[config.mk]
export PLATFORM = sky130hd
export DESIGN_NAME = rcs_spi_slave
export DESIGN_NICKNAME = d
export VERILOG_FILES = /design/src/design/rcs_pkg.sv /design/src/design/rcs_sync.sv /design/src/design/rcs_spi_slave.sv
export SDC_FILE = /design/constraint.sdc
export NUM_CORES = 2
export LEC_CHECK = 0
export BUFFER_PORTS_ARGS = -buffer_cell sky130_fd_sc_hd__buf_2
export CAP_MARGIN = 15
export CORE_MARGIN = 4
export CORE_UTILIZATION = 45
export CTS_CLUSTER_SIZE = 10
export DETAILED_ROUTE_END_ITERATION = 8
export GPL_TIMING_DRIVEN = 0
export PLACE_DENSITY_LB_ADDON = 0.25
export SKIP_LAST_GASP = 1
export SYNTH_ARGS = -nofsm -noshare
export SYNTH_HDL_FRONTEND = slang
export SYNTH_HIERARCHICAL = 1
export SYNTH_SLANG_ARGS = --single-unit
[constraint.sdc]
create_clock -name aclk -period 4.3 [get_ports aclk]
set_input_delay 0.86 -clock aclk [delete_from_list [all_inputs] [get_ports aclk]]
set_output_delay 0.86 -clock aclk [all_outputs]
set_load 0.02 [all_outputs]
[src/design/rcs_pkg.sv]
// Constants shared by the radio configuration serial port slave.
// Assumes a 10 MHz system clock and an AXI4-Lite master for software access.
// What this block and its host do
// RQ1: Every serial byte moves most significant bit first.
// RQ2: Header byte holds read flag, burst flag, address.
// RQ3: Host keeps select low for whole transaction.
// RQ4: Select released mid-byte aborts the transaction.
// RQ5: Host waits for serial-out low before clocking.
// RQ6: Select low with oscillator running drives serial-out low.
// RQ7: Waking from power-down keeps serial-out high until ready.
// RQ8: Blind host waits 150 us after select.
// RQ9: Reset loads every configuration register default.
// RQ10: Host rewrites non-default registers after each reset.
// RQ11: Same port writes the 64-byte transmit buffer.
// RQ12: Status byte shifts out; bit 7 flags oscillator.
// RQ13: Status bits 6..4 carry main state code.
// RQ14: Status bits 3..0 give free bytes, saturating 15.
// RQ15: Burst address counter steps after every byte.
// RQ16: Aborted access changes nothing; next byte is header.
package rcs_pkg;
  // Serial address map.
  localparam logic [5:0] CFG_LAST = 6'h2e;
  localparam logic [5:0] STROBE_FIRST = 6'h30;
  localparam logic [5:0] STROBE_LAST = 6'h3d;
  localparam logic [5:0] BUF_ADDR = 6'h3f;
  localparam int CFG_COUNT = 47;
  localparam logic [7:0] CFG_RESET = 8'h00;
  localparam int BUF_DEPTH = 64;
  // Header and status byte layout.
  localparam int HDR_RW = 7;
  localparam int HDR_BURST = 6;
  localparam logic [3:0] FREE_SAT = 4'hf;
  // Main state codes reported in the status byte.
  localparam logic [2:0] ST_IDLE = 3'h0;
  localparam logic [2:0] ST_TX = 3'h2;
  localparam logic [2:0] ST_SYNTH_ON = 3'h3;
  localparam logic [2:0] ST_CALIBRATE = 3'h4;
  localparam logic [2:0] ST_SETTLING = 3'h5;
  localparam logic [2:0] ST_UNDERFLOW = 3'h7;
  // Oscillator start-up time and its cycle count.
  localparam int OSC_START_US = 150;
  localparam int CLK_MHZ = 10;
  localparam int OSC_START_CYCLES = OSC_START_US * CLK_MHZ;
  // AXI4-Lite byte offsets.
  localparam logic [11:0] A_CTRL = 12'h000;
  localparam logic [11:0] A_STATUS = 12'h004;
  localparam logic [11:0] A_IRQ_STATUS = 12'h008;
  localparam logic [11:0] A_IRQ_CLEAR = 12'h00c;
  localparam logic [11:0] A_IRQ_ENABLE = 12'h010;
  localparam logic [11:0] A_BUF_POP = 12'h014;
  localparam logic [3:0] A_CFG_PAGE = 4'h1;
  // Control register fields.
  localparam int CTRL_SLEEP_BIT = 3;
  // Interrupt bit positions.
  localparam int IRQ_CFG_WR = 0;
  localparam int IRQ_BUF_WR = 1;
  localparam int IRQ_ABORT = 2;
  localparam int IRQ_WIDTH = 3;
  localparam logic [1:0] RESP_OKAY = 2'h0;
  localparam logic [1:0] RESP_SLVERR = 2'h2;
  // Oscillator states, one-hot.
  typedef enum logic [2:0] {
    OSC_ON = 3'b001,
    OSC_OFF = 3'b010,
    OSC_WAKE = 3'b100
  } rcs_osc_t;
endpackage : rcs_pkg

[src/design/rcs_sync.sv]
// Two-flop synchroniser for pins arriving from outside the clock domain.
// Assumes the pins change slowly relative to aclk.
`timescale 1ns/1ns
module rcs_sync #(
  parameter int WIDTH = 3
) (
  input wire logic aclk,
  input wire logic aresetn,
  input wire logic [WIDTH-1:0] pin,
  output logic [WIDTH-1:0] sync
);
  // First stage; only the second stage reads it.
  logic [WIDTH-1:0] meta;
  // Both stages reset high, the idle level of select and clock-free lines.
  always_ff @(posedge aclk)
  begin
    if (!aresetn)
    begin
      meta <= '1;
      sync <= '1;
    end
    else
    begin
      meta <= pin;
      sync <= meta;
    end
  end
endmodule : rcs_sync

[src/design/rcs_spi_slave.sv]
// Serial configuration port slave with register file, transmit buffer and AXI4-Lite access.
// Assumes sclk, select_low and si come from pins; the serial clock is far slower than aclk.
`timescale 1ns/1ns
module rcs_spi_slave (
  input wire logic aclk,
  input wire logic aresetn,
  input wire logic [11:0] awaddr,
  input wire logic awvalid,
  output logic awready,
  input wire logic [31:0] wdata,
  input wire logic [3:0] wstrb,
  input wire logic wvalid,
  output logic wready,
  output logic [1:0] bresp,
  output logic bvalid,
  input wire logic bready,
  input wire logic [11:0] araddr,
  input wire logic arvalid,
  output logic arready,
  output logic [31:0] rdata,
  output logic [1:0] rresp,
  output logic rvalid,
  input wire logic rready,
  input wire logic select_low,
  input wire logic sclk,
  input wire logic si,
  output logic so,
  output logic so_oe_n,
  output logic irq
);
  ////////////////////////////////////////////////////////////////////////////
  // Pin synchronisation and edge detection.
  logic [2:0] pins_s; // Synchronised {select_low, sclk, si}.
  logic sclk_d; // Previous synchronised clock level.
  logic sel_act; // Select asserted.
  logic sel_d; // Previous select state.
  logic sclk_rise;
  logic sclk_fall;
  logic si_s;
  rcs_sync #(.WIDTH(3)) u_sync (
    .aclk(aclk),
    .aresetn(aresetn),
    .pin({select_low, sclk, si}),
    .sync(pins_s)
  );
  assign sel_act = !pins_s[2];
  assign si_s = pins_s[0];
  assign sclk_rise = pins_s[1] && !sclk_d;
  assign sclk_fall = !pins_s[1] && sclk_d;
  // Edge history registers.
  always_ff @(posedge aclk)
  begin
    if (!aresetn)
    begin
      sclk_d <= 1'b1;
      sel_d <= 1'b0;
    end
    else
    begin
      sclk_d <= pins_s[1];
      sel_d <= sel_act;
    end
  end

  ////////////////////////////////////////////////////////////////////////////
  // Oscillator power state.
  rcs_pkg::rcs_osc_t osc, next_osc;
  logic [10:0] osc_cnt, next_osc_cnt; // Start-up timer.
  logic sleep_req; // Software request to power down.
  logic osc_ready;
  assign osc_ready = (osc == rcs_pkg::OSC_ON);
  // Power-down only takes effect while deselected; select wakes the oscillator.
  always_comb
  begin
    next_osc = osc;
    next_osc_cnt = osc_cnt;
    case (osc)
      rcs_pkg::OSC_ON:
      begin
        if (sleep_req && !sel_act)
          next_osc = rcs_pkg::OSC_OFF;
      end
      rcs_pkg::OSC_OFF:
      begin
        next_osc_cnt = 11'h000;
        if (sel_act)
          next_osc = rcs_pkg::OSC_WAKE;
      end
      rcs_pkg::OSC_WAKE:
      begin
        // Serial-out stays high until the start-up time has run out.
        next_osc_cnt = osc_cnt + 11'h001; // RQ7
        if (osc_cnt == 11'(rcs_pkg::OSC_START_CYCLES - 1))
          next_osc = rcs_pkg::OSC_ON; // RQ7
      end
      default: next_osc = rcs_pkg::OSC_ON;
    endcase
  end
  // Oscillator registers; the chip comes out of reset with the oscillator running.
  always_ff @(posedge aclk)
  begin
    if (!aresetn)
    begin
      osc <= rcs_pkg::OSC_ON;
      osc_cnt <= 11'h000;
    end
    else
    begin
      osc <= next_osc;
      osc_cnt <= next_osc_cnt;
    end
  end

  ////////////////////////////////////////////////////////////////////////////
  // Configuration registers and transmit buffer storage.
  logic [7:0] cfg_mem [rcs_pkg::CFG_COUNT];
  logic [7:0] buf_mem [rcs_pkg::BUF_DEPTH];
  logic [6:0] wp, rp; // Buffer pointers with wrap bit.
  logic [6:0] fill;
  logic [6:0] free_cnt;
  logic [3:0] free_sat;
  logic cfg_we, buf_push, buf_pop;
  logic [5:0] wr_addr;
  logic [7:0] wr_byte;
  logic [2:0] ctrl_state; // Main state code set by software.
  assign fill = wp - rp;
  assign free_cnt = 7'(rcs_pkg::BUF_DEPTH) - fill;
  assign free_sat = (free_cnt >= 7'h0f) ? rcs_pkg::FREE_SAT : free_cnt[3:0]; // RQ14
  // Storage writes; a reset restores every default so software need not.
  always_ff @(posedge aclk)
  begin
    if (!aresetn)
    begin
      for (int i = 0; i < rcs_pkg::CFG_COUNT; i++)
        cfg_mem[i] <= rcs_pkg::CFG_RESET; // RQ9
      wp <= 7'h00;
      rp <= 7'h00;
    end
    else
    begin
      if (cfg_we)
        cfg_mem[wr_addr] <= wr_byte;
      if (buf_push)
      begin
        buf_mem[wp[5:0]] <= wr_byte; // RQ11
        wp <= wp + 7'h01;
      end
      if (buf_pop)
        rp <= rp + 7'h01;
    end
  end
  // Read view of a configuration address; anything else reads zero.
  function automatic logic [7:0] rcs_cfg_rd(input logic [5:0] a, input logic [7:0] m [rcs_pkg::CFG_COUNT]);
    rcs_cfg_rd = (a <= rcs_pkg::CFG_LAST) ? m[a] : 8'h00;
  endfunction : rcs_cfg_rd

  ////////////////////////////////////////////////////////////////////////////
  // Serial engine.
  logic [2:0] bit_cnt, next_bit_cnt;
  logic in_hdr, next_in_hdr; // Next byte is a header.
  logic rw, next_rw;
  logic burst, next_burst;
  logic [5:0] addr, next_addr;
  logic [7:0] shin, next_shin;
  logic [7:0] shout, next_shout;
  logic next_so;
  logic abort_ev;
  logic [7:0] rx_byte;
  assign rx_byte = {shin[6:0], si_s};
  // Bits are taken on rising clock edges and shifted out on falling ones.
  always_comb
  begin
    next_bit_cnt = bit_cnt;
    next_in_hdr = in_hdr;
    next_rw = rw;
    next_burst = burst;
    next_addr = addr;
    next_shin = shin;
    next_shout = shout;
    cfg_we = 1'b0;
    buf_push = 1'b0;
    abort_ev = 1'b0;
    wr_addr = addr;
    wr_byte = rx_byte;
    if (!sel_act)
    begin
      // Release mid-byte drops the byte; nothing has been stored yet.
      abort_ev = sel_d && (bit_cnt != 3'h0); // RQ4
      next_bit_cnt = 3'h0; // RQ16
      next_in_hdr = 1'b1; // RQ16
    end
    else
    begin
      // Status byte is offered for headers and for write data.
      if (bit_cnt == 3'h0 && !sclk_rise && (in_hdr || !rw))
        next_shout = {!osc_ready, ctrl_state, free_sat}; // RQ12 RQ13 RQ14 RQ6
      // Clock edges before the oscillator runs are ignored.
      if (sclk_rise && osc_ready)
      begin
        next_shin = rx_byte; // RQ1
        next_bit_cnt = bit_cnt + 3'h1;
        if (bit_cnt == 3'h7)
        begin
          if (in_hdr)
          begin
            next_rw = rx_byte[rcs_pkg::HDR_RW]; // RQ2
            next_burst = rx_byte[rcs_pkg::HDR_BURST]; // RQ2
            next_addr = rx_byte[5:0]; // RQ2 RQ15
            // Strobes carry no data, so the next byte is again a header.
            next_in_hdr = !rx_byte[rcs_pkg::HDR_BURST] && rx_byte[5:0] >= rcs_pkg::STROBE_FIRST
              && rx_byte[5:0] <= rcs_pkg::STROBE_LAST;
            if (rx_byte[rcs_pkg::HDR_RW])
              next_shout = rcs_cfg_rd(rx_byte[5:0], cfg_mem);
          end
          else
          begin
            if (!rw && addr == rcs_pkg::BUF_ADDR)
              buf_push = (fill != 7'(rcs_pkg::BUF_DEPTH)); // RQ11
            else if (!rw)
              cfg_we = (addr <= rcs_pkg::CFG_LAST);
            next_in_hdr = !burst;
            if (burst)
            begin
              next_addr = addr + 6'h01; // RQ15
              if (rw)
                next_shout = rcs_cfg_rd(addr + 6'h01, cfg_mem);
            end
          end
        end
      end
      if (sclk_fall && bit_cnt != 3'h0)
        next_shout = {shout[6:0], 1'b0}; // RQ1
    end
    // Serial-out is forced high while the oscillator is not running.
    next_so = osc_ready ? shout[7] : 1'b1; // RQ7
  end
  // Serial engine registers.
  always_ff @(posedge aclk)
  begin
    if (!aresetn)
    begin
      bit_cnt <= 3'h0;
      in_hdr <= 1'b1;
      rw <= 1'b0;
      burst <= 1'b0;
      addr <= 6'h00;
      shin <= 8'h00;
      shout <= 8'hff;
      so <= 1'b1;
      so_oe_n <= 1'b1;
    end
    else
    begin
      bit_cnt <= next_bit_cnt;
      in_hdr <= next_in_hdr;
      rw <= next_rw;
      burst <= next_burst;
      addr <= next_addr;
      shin <= next_shin;
      shout <= next_shout;
      so <= next_so;
      so_oe_n <= !sel_act; // RQ6
    end
  end

  ////////////////////////////////////////////////////////////////////////////
  // AXI4-Lite slave, interrupt and control registers.
  logic aw_hold, next_aw_hold, w_hold, next_w_hold;
  logic [11:0] aw_q, next_aw_q;
  logic [7:0] w_q, next_w_q;
  logic next_bvalid, next_rvalid;
  logic [1:0] next_bresp, next_rresp;
  logic [31:0] next_rdata;
  logic [2:0] next_ctrl_state;
  logic [rcs_pkg::IRQ_WIDTH-1:0] irq_status, next_irq_status, irq_enable, next_irq_enable, irq_clr;
  logic next_sleep_req;
  logic do_wr;
  assign awready = !aw_hold && !bvalid;
  assign wready = !w_hold && !bvalid;
  assign arready = !rvalid;
  assign do_wr = aw_hold && w_hold;
  assign irq = |(irq_status & irq_enable);
  // Address and data are captured separately; the write completes once both are held.
  always_comb
  begin
    next_aw_hold = aw_hold || (awvalid && awready);
    next_w_hold = w_hold || (wvalid && wready);
    next_aw_q = (awvalid && awready) ? awaddr : aw_q;
    next_w_q = (wvalid && wready) ? (wstrb[0] ? wdata[7:0] : 8'h00) : w_q;
    next_bvalid = bvalid && !bready;
    next_bresp = bresp;
    next_ctrl_state = ctrl_state;
    next_irq_enable = irq_enable;
    next_sleep_req = sleep_req && osc_ready;
    irq_clr = '0;
    next_rvalid = rvalid && !rready;
    next_rdata = rdata;
    next_rresp = rresp;
    buf_pop = 1'b0;
    if (do_wr)
    begin
      next_aw_hold = 1'b0;
      next_w_hold = 1'b0;
      next_bvalid = 1'b1;
      next_bresp = rcs_pkg::RESP_OKAY;
      case (aw_q)
        rcs_pkg::A_CTRL:
        begin
          next_ctrl_state = w_q[2:0];
          next_sleep_req = w_q[rcs_pkg::CTRL_SLEEP_BIT];
        end
        rcs_pkg::A_IRQ_CLEAR: irq_clr = w_q[rcs_pkg::IRQ_WIDTH-1:0];
        rcs_pkg::A_IRQ_ENABLE: next_irq_enable = w_q[rcs_pkg::IRQ_WIDTH-1:0];
        default: next_bresp = rcs_pkg::RESP_SLVERR;
      endcase
    end
    if (arvalid && arready)
    begin
      next_rvalid = 1'b1;
      next_rresp = rcs_pkg::RESP_OKAY;
      next_rdata = 32'h0000_0000;
      if (araddr[11:8] == rcs_pkg::A_CFG_PAGE && araddr[1:0] == 2'h0 && araddr[7:2] <= rcs_pkg::CFG_LAST)
        next_rdata = {24'h00_0000, cfg_mem[araddr[7:2]]};
      else
        case (araddr)
          rcs_pkg::A_CTRL: next_rdata = {28'h000_0000, sleep_req, ctrl_state};
          rcs_pkg::A_STATUS: next_rdata = {16'h0000, 1'b0, fill, 6'h00, !osc_ready, sel_act};
          rcs_pkg::A_IRQ_STATUS: next_rdata = {29'h0000_0000, irq_status};
          rcs_pkg::A_IRQ_CLEAR: next_rdata = 32'h0000_0000;
          rcs_pkg::A_IRQ_ENABLE: next_rdata = {29'h0000_0000, irq_enable};
          rcs_pkg::A_BUF_POP:
          begin
            // Reading drains one byte; bit 8 tells whether the byte was real.
            buf_pop = (fill != 7'h00);
            // An empty read returns zero, never stale or unwritten storage.
            next_rdata = {23'h00_0000, buf_pop, buf_pop ? buf_mem[rp[5:0]] : 8'h00};
          end
          default: next_rresp = rcs_pkg::RESP_SLVERR;
        endcase
    end
    // A new event wins over a clear in the same cycle.
    next_irq_status = (irq_status & ~irq_clr) | {abort_ev, buf_push, cfg_we};
  end
  // Bus and control registers.
  always_ff @(posedge aclk)
  begin
    if (!aresetn)
    begin
      aw_hold <= 1'b0;
      w_hold <= 1'b0;
      aw_q <= 12'h000;
      w_q <= 8'h00;
      bvalid <= 1'b0;
      bresp <= rcs_pkg::RESP_OKAY;
      rvalid <= 1'b0;
      rdata <= 32'h0000_0000;
      rresp <= rcs_pkg::RESP_OKAY;
      ctrl_state <= rcs_pkg::ST_IDLE;
      sleep_req <= 1'b0;
      irq_status <= '0;
      irq_enable <= '0;
    end
    else
    begin
      aw_hold <= next_aw_hold;
      w_hold <= next_w_hold;
      aw_q <= next_aw_q;
      w_q <= next_w_q;
      bvalid <= next_bvalid;
      bresp <= next_bresp;
      rvalid <= next_rvalid;
      rdata <= next_rdata;
      rresp <= next_rresp;
      ctrl_state <= next_ctrl_state;
      sleep_req <= next_sleep_req;
      irq_status <= next_irq_status;
      irq_enable <= next_irq_enable;
    end
  end
endmodule : rcs_spi_slave

==> flow_metrics.tcl <==
set metrics [dict create \
    syn_inst 3906 \
    synth_top_area_share 0.309 \
    ant_nets 0 \
    synth_seq_cells 1006 \
    totalPowerFinal_w 0.0198 \
    wire_per_inst_microns 32.7 \
    drtPass1Iterations 9 \
    dp_slack_ns -1.42 \
    cts_htree_levels 3 \
    slew_viol_final 0 \
    end_kind "flip-flop" \
    antenna_found_initial 9 \
    violations "design-rule violations, negative setup slack" \
    rows 121 \
    tightest_slew_ns 1.38 \
    r2r_slack_ns -0.16 \
    viasPerCell 6.70 \
    hold_class "in -> reg" \
    avgSynthCellArea_sq_um 12.7 \
    fin_ws_ns -0.157 \
    ys_seq_area_frac 0.508 \
    cts_buffers 115 \
    core-area_sq_mm 0.109 \
    placedCellCount 5468 \
    synthMostInstantiatedCell "edfxtp_1" \
    p_per_area_mw_per_mm2 350 \
    place_congestion 1.20 \
    drtIter0Drc 5963 \
    syn-cell-area_sq_mm 0.0498 \
    max_freq_mhz 224 \
    die-area_sq_mm 0.116 \
    cp.arrival_ns 5.02 \
    port_buffers 60 \
    track_usage 0.314 \
    synth.area.top_cells "edfxtp_1 (31%), mux4_2 (22%), dfxtp_1 (20%)" \
    max_stage_delay_ns 0.64 \
    ys.flop_type "edfxtp_1" \
    grt_pass1_vias 35800 \
    clockBufferDepth 3 \
    worstSetupPathType "reg -> reg" \
    relSlewSlack 0.0826 \
    leakagePower_nw 17.5 \
    hold_depth 2 \
    dpl.hpwl_microns 133000 \
    grt_pass1_wl_microns 262000 \
    vdd_drop_max_mv 0.281 \
    wl_microns 186000 \
    area_growth_pct 13.5 \
    synthArstFlopShare 0 \
    cts_hold_buf 0 \
    ios 114 \
    clock_latency_ns 0.75 \
    grt_max_degree 80 \
    cp_slowest_cell "mux2i_1" \
    nNetsFinal 4218 \
    die_height_microns 341 \
    root_buffer "clkbuf_16" \
    drcViolationCount 15 \
    cp_max_fo 10 \
    synth.top_cells.by_count "edfxtp_1 (512), dfxtp_1 (494), mux4_2 (494)" \
    cts_tree "built" \
    layout-drive-gt1-share 0.232 \
    final_util 0.517 \
    post-synth-top-area-cell "edfxtp_1" \
    synth_cell_types 83 \
    cts.sinks 1006 \
    finalSetupViolCount 6 \
    critical_path_required_ns 4.86 \
    clk_pin_slew_ns 0.06 \
    die-width_microns 341 \
    critPathTopFamily "buffers and inverters" \
    path_buf_inv 8 \
    start_util 0.455 \
    path_depth 16 \
    ys_warn_count 6 \
    finClkSkew_ns 0.0437 \
    r2r_cells 16 \
    cap_violations 0 \
    fin_setup_tns_ns -0.342 \
    synth_edf_count 512 \
    via_count 38100 \
    period_needed_ns 4.46 \
    overflow 0 \
    path_cells "buf_6 -> buf_12 -> buf_12 -> clkinvlp_4 -> clkbuf_4 -> ha_1 -> buf_4 -> buf_8 -> buf_8 -> mux4_2 -> mux2i_1 -> mux4_2 -> nand3b_1 -> nand3_1 -> a22oi_1 -> o211ai_1" \
    instances_no_fill 5691 \
    period_share 1.04 \
    finalHoldViolations 0 \
    rsz0062_at_grt "yes" \
    critPathLaunchType "flip-flop" \
    run_status "finished, violations left" \
]
-- cell families (layout without fill, tap and decap cells) --
group / after synthesis / after routing / synth area share
AO/OA/AOI/OAI: 1001 / 1001 / 0.127
XOR/XNOR: 23 / 23 / 0.00405
adder cells (fa/ha/maj): 18 / 18 / 0.00468
buffers and inverters: 387 / 665 / 0.0342
flip-flops: 1006 / 1006 / 0.508
multiplexers: 574 / 574 / 0.240
other: 1 / 32 / 0.0000754
AND/OR/NAND/NOR: 896 / 896 / 0.0825
-- worst paths after layout --
kind,startpoint,to
min,sclk,u_sync/meta[1]
max reg2reg,addr[0],shout[0]
max,addr[0],shout[0]
min reg2reg,u_sync/meta[0],u_sync/sync[0]
-- report_power, final --
part / total, W / internal [W] / switching [W] / leakage [nW]
combinational: 0.000562 / 0.000196 / 0.000366 / 7.16
sequential: 0.0100 / 0.0100 / 0.0000332 / 8.70
clock: 0.00916 / 0.00509 / 0.00408 / 1.62
-- per-layer routing --
| layer | track usage | routed length [microns] |
|---|---|---|
| met1 | 0.397 | 68100 |
| met2 | 0.444 | 77100 |
| met3 | 0.148 | 27700 |
| met4 | 0.165 | 12900 |
| met5 | 0.0313 | 560 |
-- worst reg2reg max path: stages (launching register included) --
cell,delay [ns]
dfxtp_1,0.41
buf_6,0.20
buf_12,0.19
buf_12,0.20
clkinvlp_4,0.15
clkbuf_4,0.21
ha_1,0.31
buf_4,0.23
buf_8,0.22
buf_8,0.22
mux4_2,0.33
mux2i_1,0.64
mux4_2,0.41
nand3b_1,0.12
nand3_1,0.15
a22oi_1,0.22
o211ai_1,0.09
-- placed cells by master, fill, tap and decap left out, drive strengths merged, types with 30 or more instances in the layout --
cell / instances
a21boi: 401
a21oi: 59
and2: 30
buf: 220
clkbuf: 406
dfxtp: 494
edfxtp: 512
mux2i: 77
mux4: 494
nand2: 480
nand2b: 31
nand3: 48
nor2: 178
nor2b: 45
o21ai: 447
-- final cells by class --
class                           count  area (sq um)
Antenna cell                       13          32.5
Buffer                            363          1760
Clock buffer                      175          3150
Clock inverter                     14           251
Fill cell                        9505         52800
Inverter                           23          90.1
Multi-Input combinational cell   2531         23300
Sequential cell                  1006         25300
Tap cell                         1476          1850
Timing Repair Buffer               90           737
-- sequential cells by signal, indices dropped and copies added, names as in the netlist, 3 cells and up, named ones only --
signal,flops
wp,7
irq_enable,3
u_sync/sync,3
u_sync/meta,3
bit_cnt,3
osc_cnt,11
irq_status,3
cfg_mem,376
buf_mem,512
aw_q,12
w_q,4
shin,7
shout,8
rdata,15
addr,6
ctrl_state,3
rp,7
osc,3
-- repair_timing --
| action | 4_1_cts | 5_1_grt |
|---|---|---|
| resized for setup | 109 | 83 |
| buffers inserted | 3 | 16 |
| pin swaps | 1 | 9 |
| endpoints found under the setup margin | 634 | 566 |
-- through the flow --
stage               hold slack, ns  cell area (sq um)
floorplan                    0.386              49800
global route                 0.330              56400
global placement             0.396              52000
detailed placement           0.397              52100
finish                       0.332              56500
CTS                          0.305              55900
No activity file was read; power rests on OpenSTA's default activity.
